**config.mk**
```make
export PLATFORM = sky130hd
export DESIGN_NAME = simd_sat_pack_extend_unit
export DESIGN_NICKNAME = d
export VERILOG_FILES = /design/src/sat_lane.v /design/src/simd_sat_pack_extend_unit.v
export VERILOG_INCLUDE_DIRS = /design/src
export SDC_FILE = /design/constraint.sdc
export NUM_CORES = 1
export LEC_CHECK = 0
export BUFFER_PORTS_ARGS = -buffer_cell sky130_fd_sc_hd__buf_4
export CAP_MARGIN = 20
export CORE_MARGIN = 2
export CORE_UTILIZATION = 60
export CTS_BUF_LIST = sky130_fd_sc_hd__clkbuf_4 sky130_fd_sc_hd__clkbuf_8 sky130_fd_sc_hd__clkbuf_16
export DETAILED_ROUTE_END_ITERATION = 6
export HOLD_SLACK_MARGIN = 0.03
export PLACE_DENSITY = 0.8
export SLEW_MARGIN = 20
export SYNTH_ARGS = -nofsm -noshare
export SYNTH_HDL_FRONTEND = slang
export SYNTH_SLANG_ARGS = --single-unit
```
**constraint.sdc**
```tcl
create_clock -name clk -period 1.3 [get_ports clk]
set_input_delay 0.13 -clock clk [delete_from_list [all_inputs] [get_ports clk]]
set_output_delay 0.13 -clock clk [all_outputs]
set_load 0.005 [all_outputs]
```
**src/simd_map.vh**
```
// opcode encodings and fixed constants for the lane-wise datapath slice
`ifndef SIMD_MAP_VH
`define SIMD_MAP_VH

`define OP_W 5
`define OP_USAT_ADD_DUAL_HALF 5'h00
`define OP_USAT_ADD_QUAD_BYTE 5'h01
`define OP_USAT_SUB_DUAL_HALF 5'h02
`define OP_USAT_SUB_QUAD_BYTE 5'h03
`define OP_PACK_LOW_HIGH_SHL 5'h04
`define OP_PACK_HIGH_LOW_SAR 5'h05
`define OP_SIGN_WIDEN_BYTE 5'h06
`define OP_ZERO_WIDEN_BYTE 5'h07
`define OP_SIGN_WIDEN_HALF 5'h08
`define OP_ZERO_WIDEN_HALF 5'h09
`define OP_SIGN_WIDEN_TWO_BYTES 5'h0A
`define OP_ZERO_WIDEN_TWO_BYTES 5'h0B
`define OP_SIGN_WIDEN_BYTE_ACCUM 5'h0C
`define OP_ZERO_WIDEN_BYTE_ACCUM 5'h0D
`define OP_SIGN_WIDEN_HALF_ACCUM 5'h0E
`define OP_ZERO_WIDEN_HALF_ACCUM 5'h0F
`define OP_SIGN_WIDEN_PAIR_ACCUM 5'h10
`define OP_ZERO_WIDEN_PAIR_ACCUM 5'h11

`define ROT_NONE 2'h0
`define ROT_8 2'h1
`define ROT_16 2'h2
`define ROT_24 2'h3

`define REG_IDX_W 4
`define REG_STACK_PTR 4'hD
`define REG_PROG_CNT 4'hF

`define SAR_FULL_SHIFT 6'h20
`define RESULT_RESET 32'h00000000

`endif

```
**src/sat_lane.v**
```verilog
// one unsigned saturating add or subtract lane of parameterised width
`timescale 1ns/1ps
module sat_lane #(
  parameter W = 8
) (
  input wire [W-1:0] a,
  input wire [W-1:0] b,
  input wire sub,
  output reg [W-1:0] y
);
  // one extra bit catches carry-out or borrow of this lane only
  wire [W:0] sum = {1'b0, a} + {1'b0, b};
  wire [W:0] dif = {1'b0, a} - {1'b0, b};

  always @* begin
    if (sub) begin
      y = dif[W] ? {W{1'b0}} : dif[W-1:0];
    end else begin
      y = sum[W] ? {W{1'b1}} : sum[W-1:0];
    end
  end
endmodule // sat_lane

```
**src/simd_sat_pack_extend_unit.v**
```verilog
// lane-wise saturating, pack and extend datapath with one result register
`timescale 1ns/1ps
`include "simd_map.vh"

// Operation
// - dual halfword add, clamp each to 65535
// - quad byte add, clamp each to 255
// - dual halfword subtract, negative lanes become zero
// - quad byte subtract, clamp into 0..255
// - saturating ops never touch condition flags
// - pack low/high: low half, shifted-left top
// - pack high/low: top half, arithmetic-shifted bottom
// - pack: flags untouched, no SP/PC destination
// - extends rotate source right by 0/8/16/24
// - byte widen: bits 7:0 to 32 bits
// - half widen: bits 15:0 to 32 bits
// - two bytes widen into two halfwords
// - single accumulate adds full first source word
// - pair accumulate adds per halfword lane
// - extend ops never touch condition flags
// - failed condition leaves destination unwritten
module simd_sat_pack_extend_unit (
  input wire clk,
  input wire nrst,
  input wire op_valid,
  input wire [`OP_W-1:0] opcode,
  input wire cond_pass,
  input wire [`REG_IDX_W-1:0] dest_index,
  input wire [31:0] first_source,
  input wire [31:0] second_source,
  input wire [4:0] shift_amount,
  input wire [1:0] rotate_sel,
  output reg [31:0] result,
  output reg result_write,
  output reg [`REG_IDX_W-1:0] result_dest,
  output reg flags_write,
  output reg illegal_op
);
  reg rst_meta;
  reg rst_n_sync;

  // release of reset is resynchronised; assertion stays asynchronous
  always @(posedge clk or negedge nrst) begin
    if (!nrst) begin
      rst_meta <= 1'b0;
      rst_n_sync <= 1'b0;
    end else begin
      rst_meta <= 1'b1;
      rst_n_sync <= rst_meta;
    end
  end

  function [31:0] rotr;
    input [31:0] x;
    input [1:0] sel;
    begin
      case (sel)
        `ROT_8: rotr = {x[7:0], x[31:8]};
        `ROT_16: rotr = {x[15:0], x[31:16]};
        `ROT_24: rotr = {x[23:0], x[31:24]};
        default: rotr = x;
      endcase
    end
  endfunction

  // byte to halfword widening, used for both lanes of the pair forms
  function [15:0] widen8;
    input [7:0] x;
    input sgn;
    begin
      widen8 = {{8{sgn & x[7]}}, x};
    end
  endfunction

  // sign-extending members of the widen and widen-accumulate groups
  function is_signed_widen;
    input [`OP_W-1:0] op;
    begin
      case (op)
        `OP_SIGN_WIDEN_BYTE, `OP_SIGN_WIDEN_HALF, `OP_SIGN_WIDEN_TWO_BYTES,
        `OP_SIGN_WIDEN_BYTE_ACCUM, `OP_SIGN_WIDEN_HALF_ACCUM,
        `OP_SIGN_WIDEN_PAIR_ACCUM: begin
          is_signed_widen = 1'b1;
        end
        default: begin
          is_signed_widen = 1'b0;
        end
      endcase
    end
  endfunction

  // single-lane widens that keep only the low byte of the rotated word
  function is_byte_widen;
    input [`OP_W-1:0] op;
    begin
      case (op)
        `OP_SIGN_WIDEN_BYTE, `OP_ZERO_WIDEN_BYTE,
        `OP_SIGN_WIDEN_BYTE_ACCUM, `OP_ZERO_WIDEN_BYTE_ACCUM: begin
          is_byte_widen = 1'b1;
        end
        default: begin
          is_byte_widen = 1'b0;
        end
      endcase
    end
  endfunction

  wire is_sub = (opcode == `OP_USAT_SUB_DUAL_HALF) || (opcode == `OP_USAT_SUB_QUAD_BYTE);

  wire [31:0] byte_sat;
  wire [31:0] half_sat;

  // each lane instance sees only its own bits, so nothing carries across
  genvar i;
  generate
    for (i = 0; i < 4; i = i + 1) begin : g_byte
      sat_lane #(.W(8)) u_lane (
        .a(first_source[8*i+7:8*i]),
        .b(second_source[8*i+7:8*i]),
        .sub(is_sub),
        .y(byte_sat[8*i+7:8*i])
      );
    end
    for (i = 0; i < 2; i = i + 1) begin : g_half
      sat_lane #(.W(16)) u_lane (
        .a(first_source[16*i+15:16*i]),
        .b(second_source[16*i+15:16*i]),
        .sub(is_sub),
        .y(half_sat[16*i+15:16*i])
      );
    end
  endgenerate

  wire [31:0] shl_val = second_source << shift_amount;
  // zero shift field stands for a full 32-bit arithmetic shift
  wire [5:0] sar_amt = (shift_amount == 5'h00) ? `SAR_FULL_SHIFT : {1'b0, shift_amount};
  wire [31:0] sar_val = $signed(second_source) >>> sar_amt;

  // only the extend groups look at the rotated word
  wire [31:0] rot_val = rotr(second_source, rotate_sel);

  reg [31:0] next_result;
  reg op_known;
  reg sgn;
  reg [31:0] ext_word;
  reg [15:0] ext_lo;
  reg [15:0] ext_hi;

  always @* begin
    next_result = `RESULT_RESET;
    op_known = 1'b1;
    sgn = 1'b0;
    ext_word = 32'h00000000;
    ext_lo = 16'h0000;
    ext_hi = 16'h0000;
    sgn = is_signed_widen(opcode);
    ext_lo = widen8(rot_val[7:0], sgn);
    ext_hi = widen8(rot_val[23:16], sgn);
    if (is_byte_widen(opcode)) begin
      ext_word = {{24{sgn & rot_val[7]}}, rot_val[7:0]};
    end else begin
      ext_word = {{16{sgn & rot_val[15]}}, rot_val[15:0]};
    end
    case (opcode)
      `OP_USAT_ADD_DUAL_HALF, `OP_USAT_SUB_DUAL_HALF: begin
        next_result = half_sat;
      end
      `OP_USAT_ADD_QUAD_BYTE, `OP_USAT_SUB_QUAD_BYTE: begin
        next_result = byte_sat;
      end
      `OP_PACK_LOW_HIGH_SHL: begin
        next_result = {shl_val[31:16], first_source[15:0]};
      end
      `OP_PACK_HIGH_LOW_SAR: begin
        next_result = {first_source[31:16], sar_val[15:0]};
      end
      `OP_SIGN_WIDEN_BYTE, `OP_ZERO_WIDEN_BYTE,
      `OP_SIGN_WIDEN_HALF, `OP_ZERO_WIDEN_HALF: begin
        next_result = ext_word;
      end
      `OP_SIGN_WIDEN_TWO_BYTES, `OP_ZERO_WIDEN_TWO_BYTES: begin
        next_result = {ext_hi, ext_lo};
      end
      `OP_SIGN_WIDEN_BYTE_ACCUM, `OP_ZERO_WIDEN_BYTE_ACCUM,
      `OP_SIGN_WIDEN_HALF_ACCUM, `OP_ZERO_WIDEN_HALF_ACCUM: begin
        next_result = first_source + ext_word;
      end
      `OP_SIGN_WIDEN_PAIR_ACCUM, `OP_ZERO_WIDEN_PAIR_ACCUM: begin
        // halves added apart so the low carry is dropped
        next_result = {first_source[31:16] + ext_hi,
                       first_source[15:0] + ext_lo};
      end
      default: begin
        // unknown codes fall here and are reported as illegal
        op_known = 1'b0;
      end
    endcase
  end

  // protection against a bad issue; the issuer is expected never to do this
  wire bad_dest = (dest_index == `REG_STACK_PTR) ||
                  (dest_index == `REG_PROG_CNT);
  wire next_illegal = op_valid && (!op_known || bad_dest);
  wire next_write = op_valid && cond_pass && op_known && !bad_dest;

  always @(posedge clk or negedge rst_n_sync) begin
    if (!rst_n_sync) begin
      result <= `RESULT_RESET;
      result_write <= 1'b0;
      result_dest <= {`REG_IDX_W{1'b0}};
      flags_write <= 1'b0;
      illegal_op <= 1'b0;
    end else begin
      result_write <= next_write;
      illegal_op <= next_illegal;
      // no operation of this unit updates the condition flags
      flags_write <= 1'b0;
      // result held when nothing is written, saving toggles
      if (next_write) begin
        result <= next_result;
        result_dest <= dest_index;
      end
    end
  end
endmodule // simd_sat_pack_extend_unit

```
==> results of run 1 <==
per-stage QoR:
stage	utilization, %	setup WS (ps)	std cells
global placement	87.1	-2380	2658
floorplan	-	-2310	1783
detailed placement	87.1	-2480	2658
CTS	92.7	-2080	2702
kinds of logic after synthesis:
| family | synth area share, % |
|---|---|
| compound gates | 32.4 |
| xor+xnor | 5.84 |
| flops | 7.41 |
| simple gates | 17.2 |
| fa+ha+maj | 12.7 |
| buf+inv | 6.96 |
| mux | 17.4 |
| other cells | 0.0556 |
metal layers:
metal / track usage (%) / GRT overflow
met1: 87.9 / 20
met2: 103 / 312
met3: 80.2 / 20
met4: 92.0 / 144
met5: 62.9 / 5
repair_timing:
action,CTS
hold buffers,2
setup buffers,30
gates resized for setup,156
gates cloned,4
pin swaps,59
hold endpoints to repair,3
setup endpoints to repair,37
==> flow_summary_export.csv, run 1 <==
group,metric,value,unit
run_status,status,"stopped before the end",
run_status,lastStage,"global routing (5_1_grt)",
run_status,stop_error,"[ERROR GRT-0116] Global routing finished with congestion. Check the congestion regions in the DRC Viewer.",
floorplanning,io_pins,123,
grt,grt_max_degree,39,
clock_tree,h-tree-depth,2,
synthesis,syn_area,0.0135,mm²
grt,grt_pass1_wl,167000,µm
place,io_buffers,121,
clock_tree,cts_buffers,5,
synthesis,yosysSeqAreaShare,7.41,%
synthesis,ys.flop_type,"dfrtp_1",
synthesis,yosysUniqueCellTypes,87,
synthesis,async_reset_ff_share,100,%
clock_tree,cts_num_sinks,40,
synthesis,yosys.area.top_type,"mux4_2",
floorplanning,die_h,154,µm
synthesis,syn-mean-instance-area,7.57,µm²
place,dpl.hpwl,55300,µm
grt,track_usage,90.4,%
synthesis,yosys_register_bits,40,
clock_tree,cts_max_path_buffers,2,
synthesis,syn_inst,1783,
synthesis,synth_common_cells,"a21oi_1, nor2_1, nand2_1",
synthesis,yosysWarningCount,0,
synthesis,synthTopCellsByArea,"mux4_2, ha_1, dfrtp_1",
grt,grt-ovfl-total,501,
synthesis,synth_edf_count,0,
floorplanning,rows,54,
place,post_dp_cell_area,0.0191,mm²
clock_tree,cts_root_buf,"clkbuf_16",
synthesis,syn-num-nets,1998,
grt,grt_pass1_vias,26000,
synthesis,yosysMostFrequentCell,"a21oi_1",
floorplanning,die_w,154,µm
synthesis,synth_top_cell_area_share,11.8,%
floorplanning,start_util,61.5,%
place,place.gp.congestion,1.16,
==> run 2, diff against run 1 <==
--- a/config.mk
+++ b/config.mk
@@ -9,11 +9,9 @@
 export BUFFER_PORTS_ARGS = -buffer_cell sky130_fd_sc_hd__buf_4
 export CAP_MARGIN = 20
 export CORE_MARGIN = 2
-export CORE_UTILIZATION = 60
-export CTS_BUF_LIST = sky130_fd_sc_hd__clkbuf_4 sky130_fd_sc_hd__clkbuf_8 sky130_fd_sc_hd__clkbuf_16
+export CORE_UTILIZATION = 40
 export DETAILED_ROUTE_END_ITERATION = 6
-export HOLD_SLACK_MARGIN = 0.03
-export PLACE_DENSITY = 0.8
+export PLACE_DENSITY_LB_ADDON = 0.15
 export SLEW_MARGIN = 20
 export SYNTH_ARGS = -nofsm -noshare
 export SYNTH_HDL_FRONTEND = slang
==> run 2 against run 1 <==
Effect of this change: the flow now finishes, with violations (negative setup slack); synthesized cell count is the same; synthesized area is the same.
==> flow_summary_export.csv, run 2 <==
group,metric,value,unit
run_status,status,"finished with violations",
run_status,violations,"negative setup slack",
final_layout,multi_input_area,0.0125,mm²
setup_path,critical_path_class,"primary input to flip-flop",
setup_path,crit_fanout,5,
pwr,p_per_area,652,mW/mm²
routing,drc,0,
setup_path,r2r_end,"result[16]$_DFFE_PN0P_",
synthesis,syn-num-nets,1998,
sta,fmax,304,MHz
sta,worst_hold_slack,7.38,ps
sta,timing.final.ws_setup,-1990,ps
sta,relSlewSlack,42.8,%
clock_tree,clkSlewWorstSetupHoldPaths,70,ps
min_path,min_from,"dest_index[0]",
synthesis,synth_top_cell_area_share,11.8,%
clock_tree,clk_latency,320,ps
synthesis,synth_common_cells,"a21oi_1, nor2_1, nand2_1",
final_layout,reg_top3,"result: 32 flops, result_dest: 4 flops",
setup_path,required,1540,ps
sta,setup_viol,36,
setup_path,path_common_cell,"buf_6",
clock_tree,cts_max_path_buffers,2,
synthesis,yosysMostFrequentCell,"a21oi_1",
synthesis,synth_edf_count,0,
floorplanning,die_area,0.0352,mm²
sta,period_share,253,%
grt,grt_pass1_wl,101000,µm
sta,rsz0062_at_grt,"yes",
final_layout,insertedDiodeCount,0,
pwr,max-vdd-ir-drop,514,µV
routing,firstDrtPassIters,5,
place,io_buffers,121,
sta,worst_slew_pin_slew,836,ps
grt,antenna_found_initial,1,
floorplanning,core,0.0334,mm²
job,maxCapViolCount,0,
min_path,hold_depth,3,
setup_path,slowest_delay,550,ps
routing,drt_iter0_drc,1781,
grt,grt_pass1_vias,16800,
clock_tree,cts_buffers,5,
final_layout,layout-drive-gt1-share,44.3,%
synthesis,yosysSeqAreaShare,7.41,%
synthesis,yosysWarningCount,0,
setup_path,endpoint_kind,"flip-flop",
floorplanning,start_util,40.5,%
grt,grt-ovfl-total,0,
clock_tree,cts_num_sinks,40,
clock_tree,cts_tree,"built",
final_layout,final_cell_mix,"buf_4, nor2_1, a21oi_1",
sta,clock-skew-final,8.83,ps
place,place.gp.congestion,1.04,
synthesis,syn-mean-instance-area,7.57,µm²
final_layout,syn2layout_area_growth,56.4,%
routing,detail-route-antenna-nets,0,
sta,slew_violations,0,
floorplanning,io_pins,123,
final_layout,fillers,3006,
setup_path,r2r-start,"result[16]$_DFFE_PN0P_",
synthesis,yosys_register_bits,40,
synthesis,yosysUniqueCellTypes,87,
grt,grt_max_degree,39,
final_layout,regMostFlops,"result",
floorplanning,die_w,188,µm
setup_path,reg2reg_slack,130,ps
final_layout,regArea,0.00100,mm²
synthesis,synthTopCellsByArea,"mux4_2, ha_1, dfrtp_1",
final_layout,layout.nets,2693,
setup_path,start_kind,"primary input",
routing,drt_wl_total,68300,µm
synthesis,syn_area,0.0135,mm²
sta,hold_viol_final,0,
synthesis,async_reset_ff_share,100,%
final_layout,largest_reg_flops,32,
routing,vias_per_cell,6.04,
min_path,holdPathEnd,"result_dest[0]$_DFFE_PN0P_",
floorplanning,rows,67,
clock_tree,h-tree-depth,2,
setup_path,worstPathArrival,3530,ps
synthesis,yosys.area.top_type,"mux4_2",
floorplanning,die_h,188,µm
routing,num_vias,17700,
final_layout,final_core_util,63.3,%
pwr,power.leakage,9.65,nW
synthesis,ys.flop_type,"dfrtp_1",
place,dpl.hpwl,56300,µm
clock_tree,cts_root_buf,"clkbuf_16",
min_path,min_path_type,"primary input to flip-flop",
sta,fin_crit,3290,ps
grt,track_usage,37.4,%
routing,wl_per_cell,23.3,µm
setup_path,path_cells,"buf_6, or4b_4, o22ai_4, nand2_2, or3_4, buf_6, nand2_4, ha_4, a211oi_2, o21ai_1, a311o_1, a21o_1, a41o_4, buf_6, a31oi_4, xnor2_1, nand2_1, a21oi_2",
final_layout,final_common_cell,"buf_4",
setup_path,worst_path_max_delay_cell,"or4b_4",
setup_path,r2r_cells,3,
synthesis,syn_inst,1783,
run 2: cell counts after synthesis:
No cell type changed its count.
run 2: worst max-delay path: cells and delay by family:
family,cells,cell delay (ps)
buf+inv,3,370
compound gates,8,1520
xor+xnor,1,140
fa+ha+maj,1,200
simple gates,5,1170
run 2: how the worst max path moves through the flow:
stage          startpoint                     end  slack (ps)
6_report        opcode[1]  result[23]$_DFFE_PN0P_       -1990
5_1_grt         opcode[1]  result[23]$_DFFE_PN0P_       -2110
4_1_cts         opcode[1]  result[23]$_DFFE_PN0P_       -2020
3_5_place_dp    opcode[3]  result[31]$_DFFE_PN0P_       -2500
3_3_place_gp    opcode[3]  result[25]$_DFFE_PN0P_       -2480
2_1_floorplan   opcode[3]  result[25]$_DFFE_PN0P_       -2310
run 2: final cells by class:
type	instances	area share, %
Multi-Input combinational cell	1510	59.0
Timing Repair Buffer	831	31.0
Sequential cell	40	4.75
Tap cell	448	2.66
Inverter	90	1.66
Clock buffer	7	0.723
Clock inverter	1	0.142
run 2: kinds of logic (layout without fill, tap and decap cells):
family	count (synthesis)	after routing	synth area share, %
xor gates and xnor gates	90	90	5.84
AOI/OAI and AO/OA	651	651	32.4
DFF	40	40	7.41
muxes	144	144	17.4
other	2	2	0.0556
adders and majority gates	131	131	12.7
and+or+nand+nor	492	492	17.2
buffers and inverters	233	929	6.96
run 2: per-layer routing:
layer | wire, µm | track usage (%) | up-vias
li1 | - | - | 8145
met1 | 30400 | 54.5 | 8554
met2 | 29700 | 57.4 | 870
met3 | 6330 | 5.50 | 104
met4 | 1890 | 10.3 | 2
met5 | 13 | 0 | -
run 2: where the power goes:
part           switching (mW)  internal, mW  total (mW)
clock network           0.665          1.02        1.68
logic                    5.25          5.15        10.4
registers               0.183          1.51        1.69
run 2: timing repair:
action                                 4_1_cts  5_1_grt
gates cloned                                 2        0
resized for setup                           98       78
setup endpoints to repair                   37       37
endpoints found under the hold margin        2        0
pin swaps                                   56       46
hold buffers                                 1        0
setup buffers                               14       13
run 2: metrics by stage:
stage	std cells	setup TNS [ps]	power [mW]	cell area, µm²	worst slack (ps)
after floorplan	1783	-52520	6.58	13900	-2310
after global placement	2890	-70110	11.1	19900	-2480
after detailed placement	2890	-70910	11.2	19900	-2500
after CTS	2914	-53800	13.3	20600	-2020
after global routing	2927	-56330	14.5	21100	-2110
final	2927	-52650	13.8	21100	-1990
(Power assumes the default switching activity.)
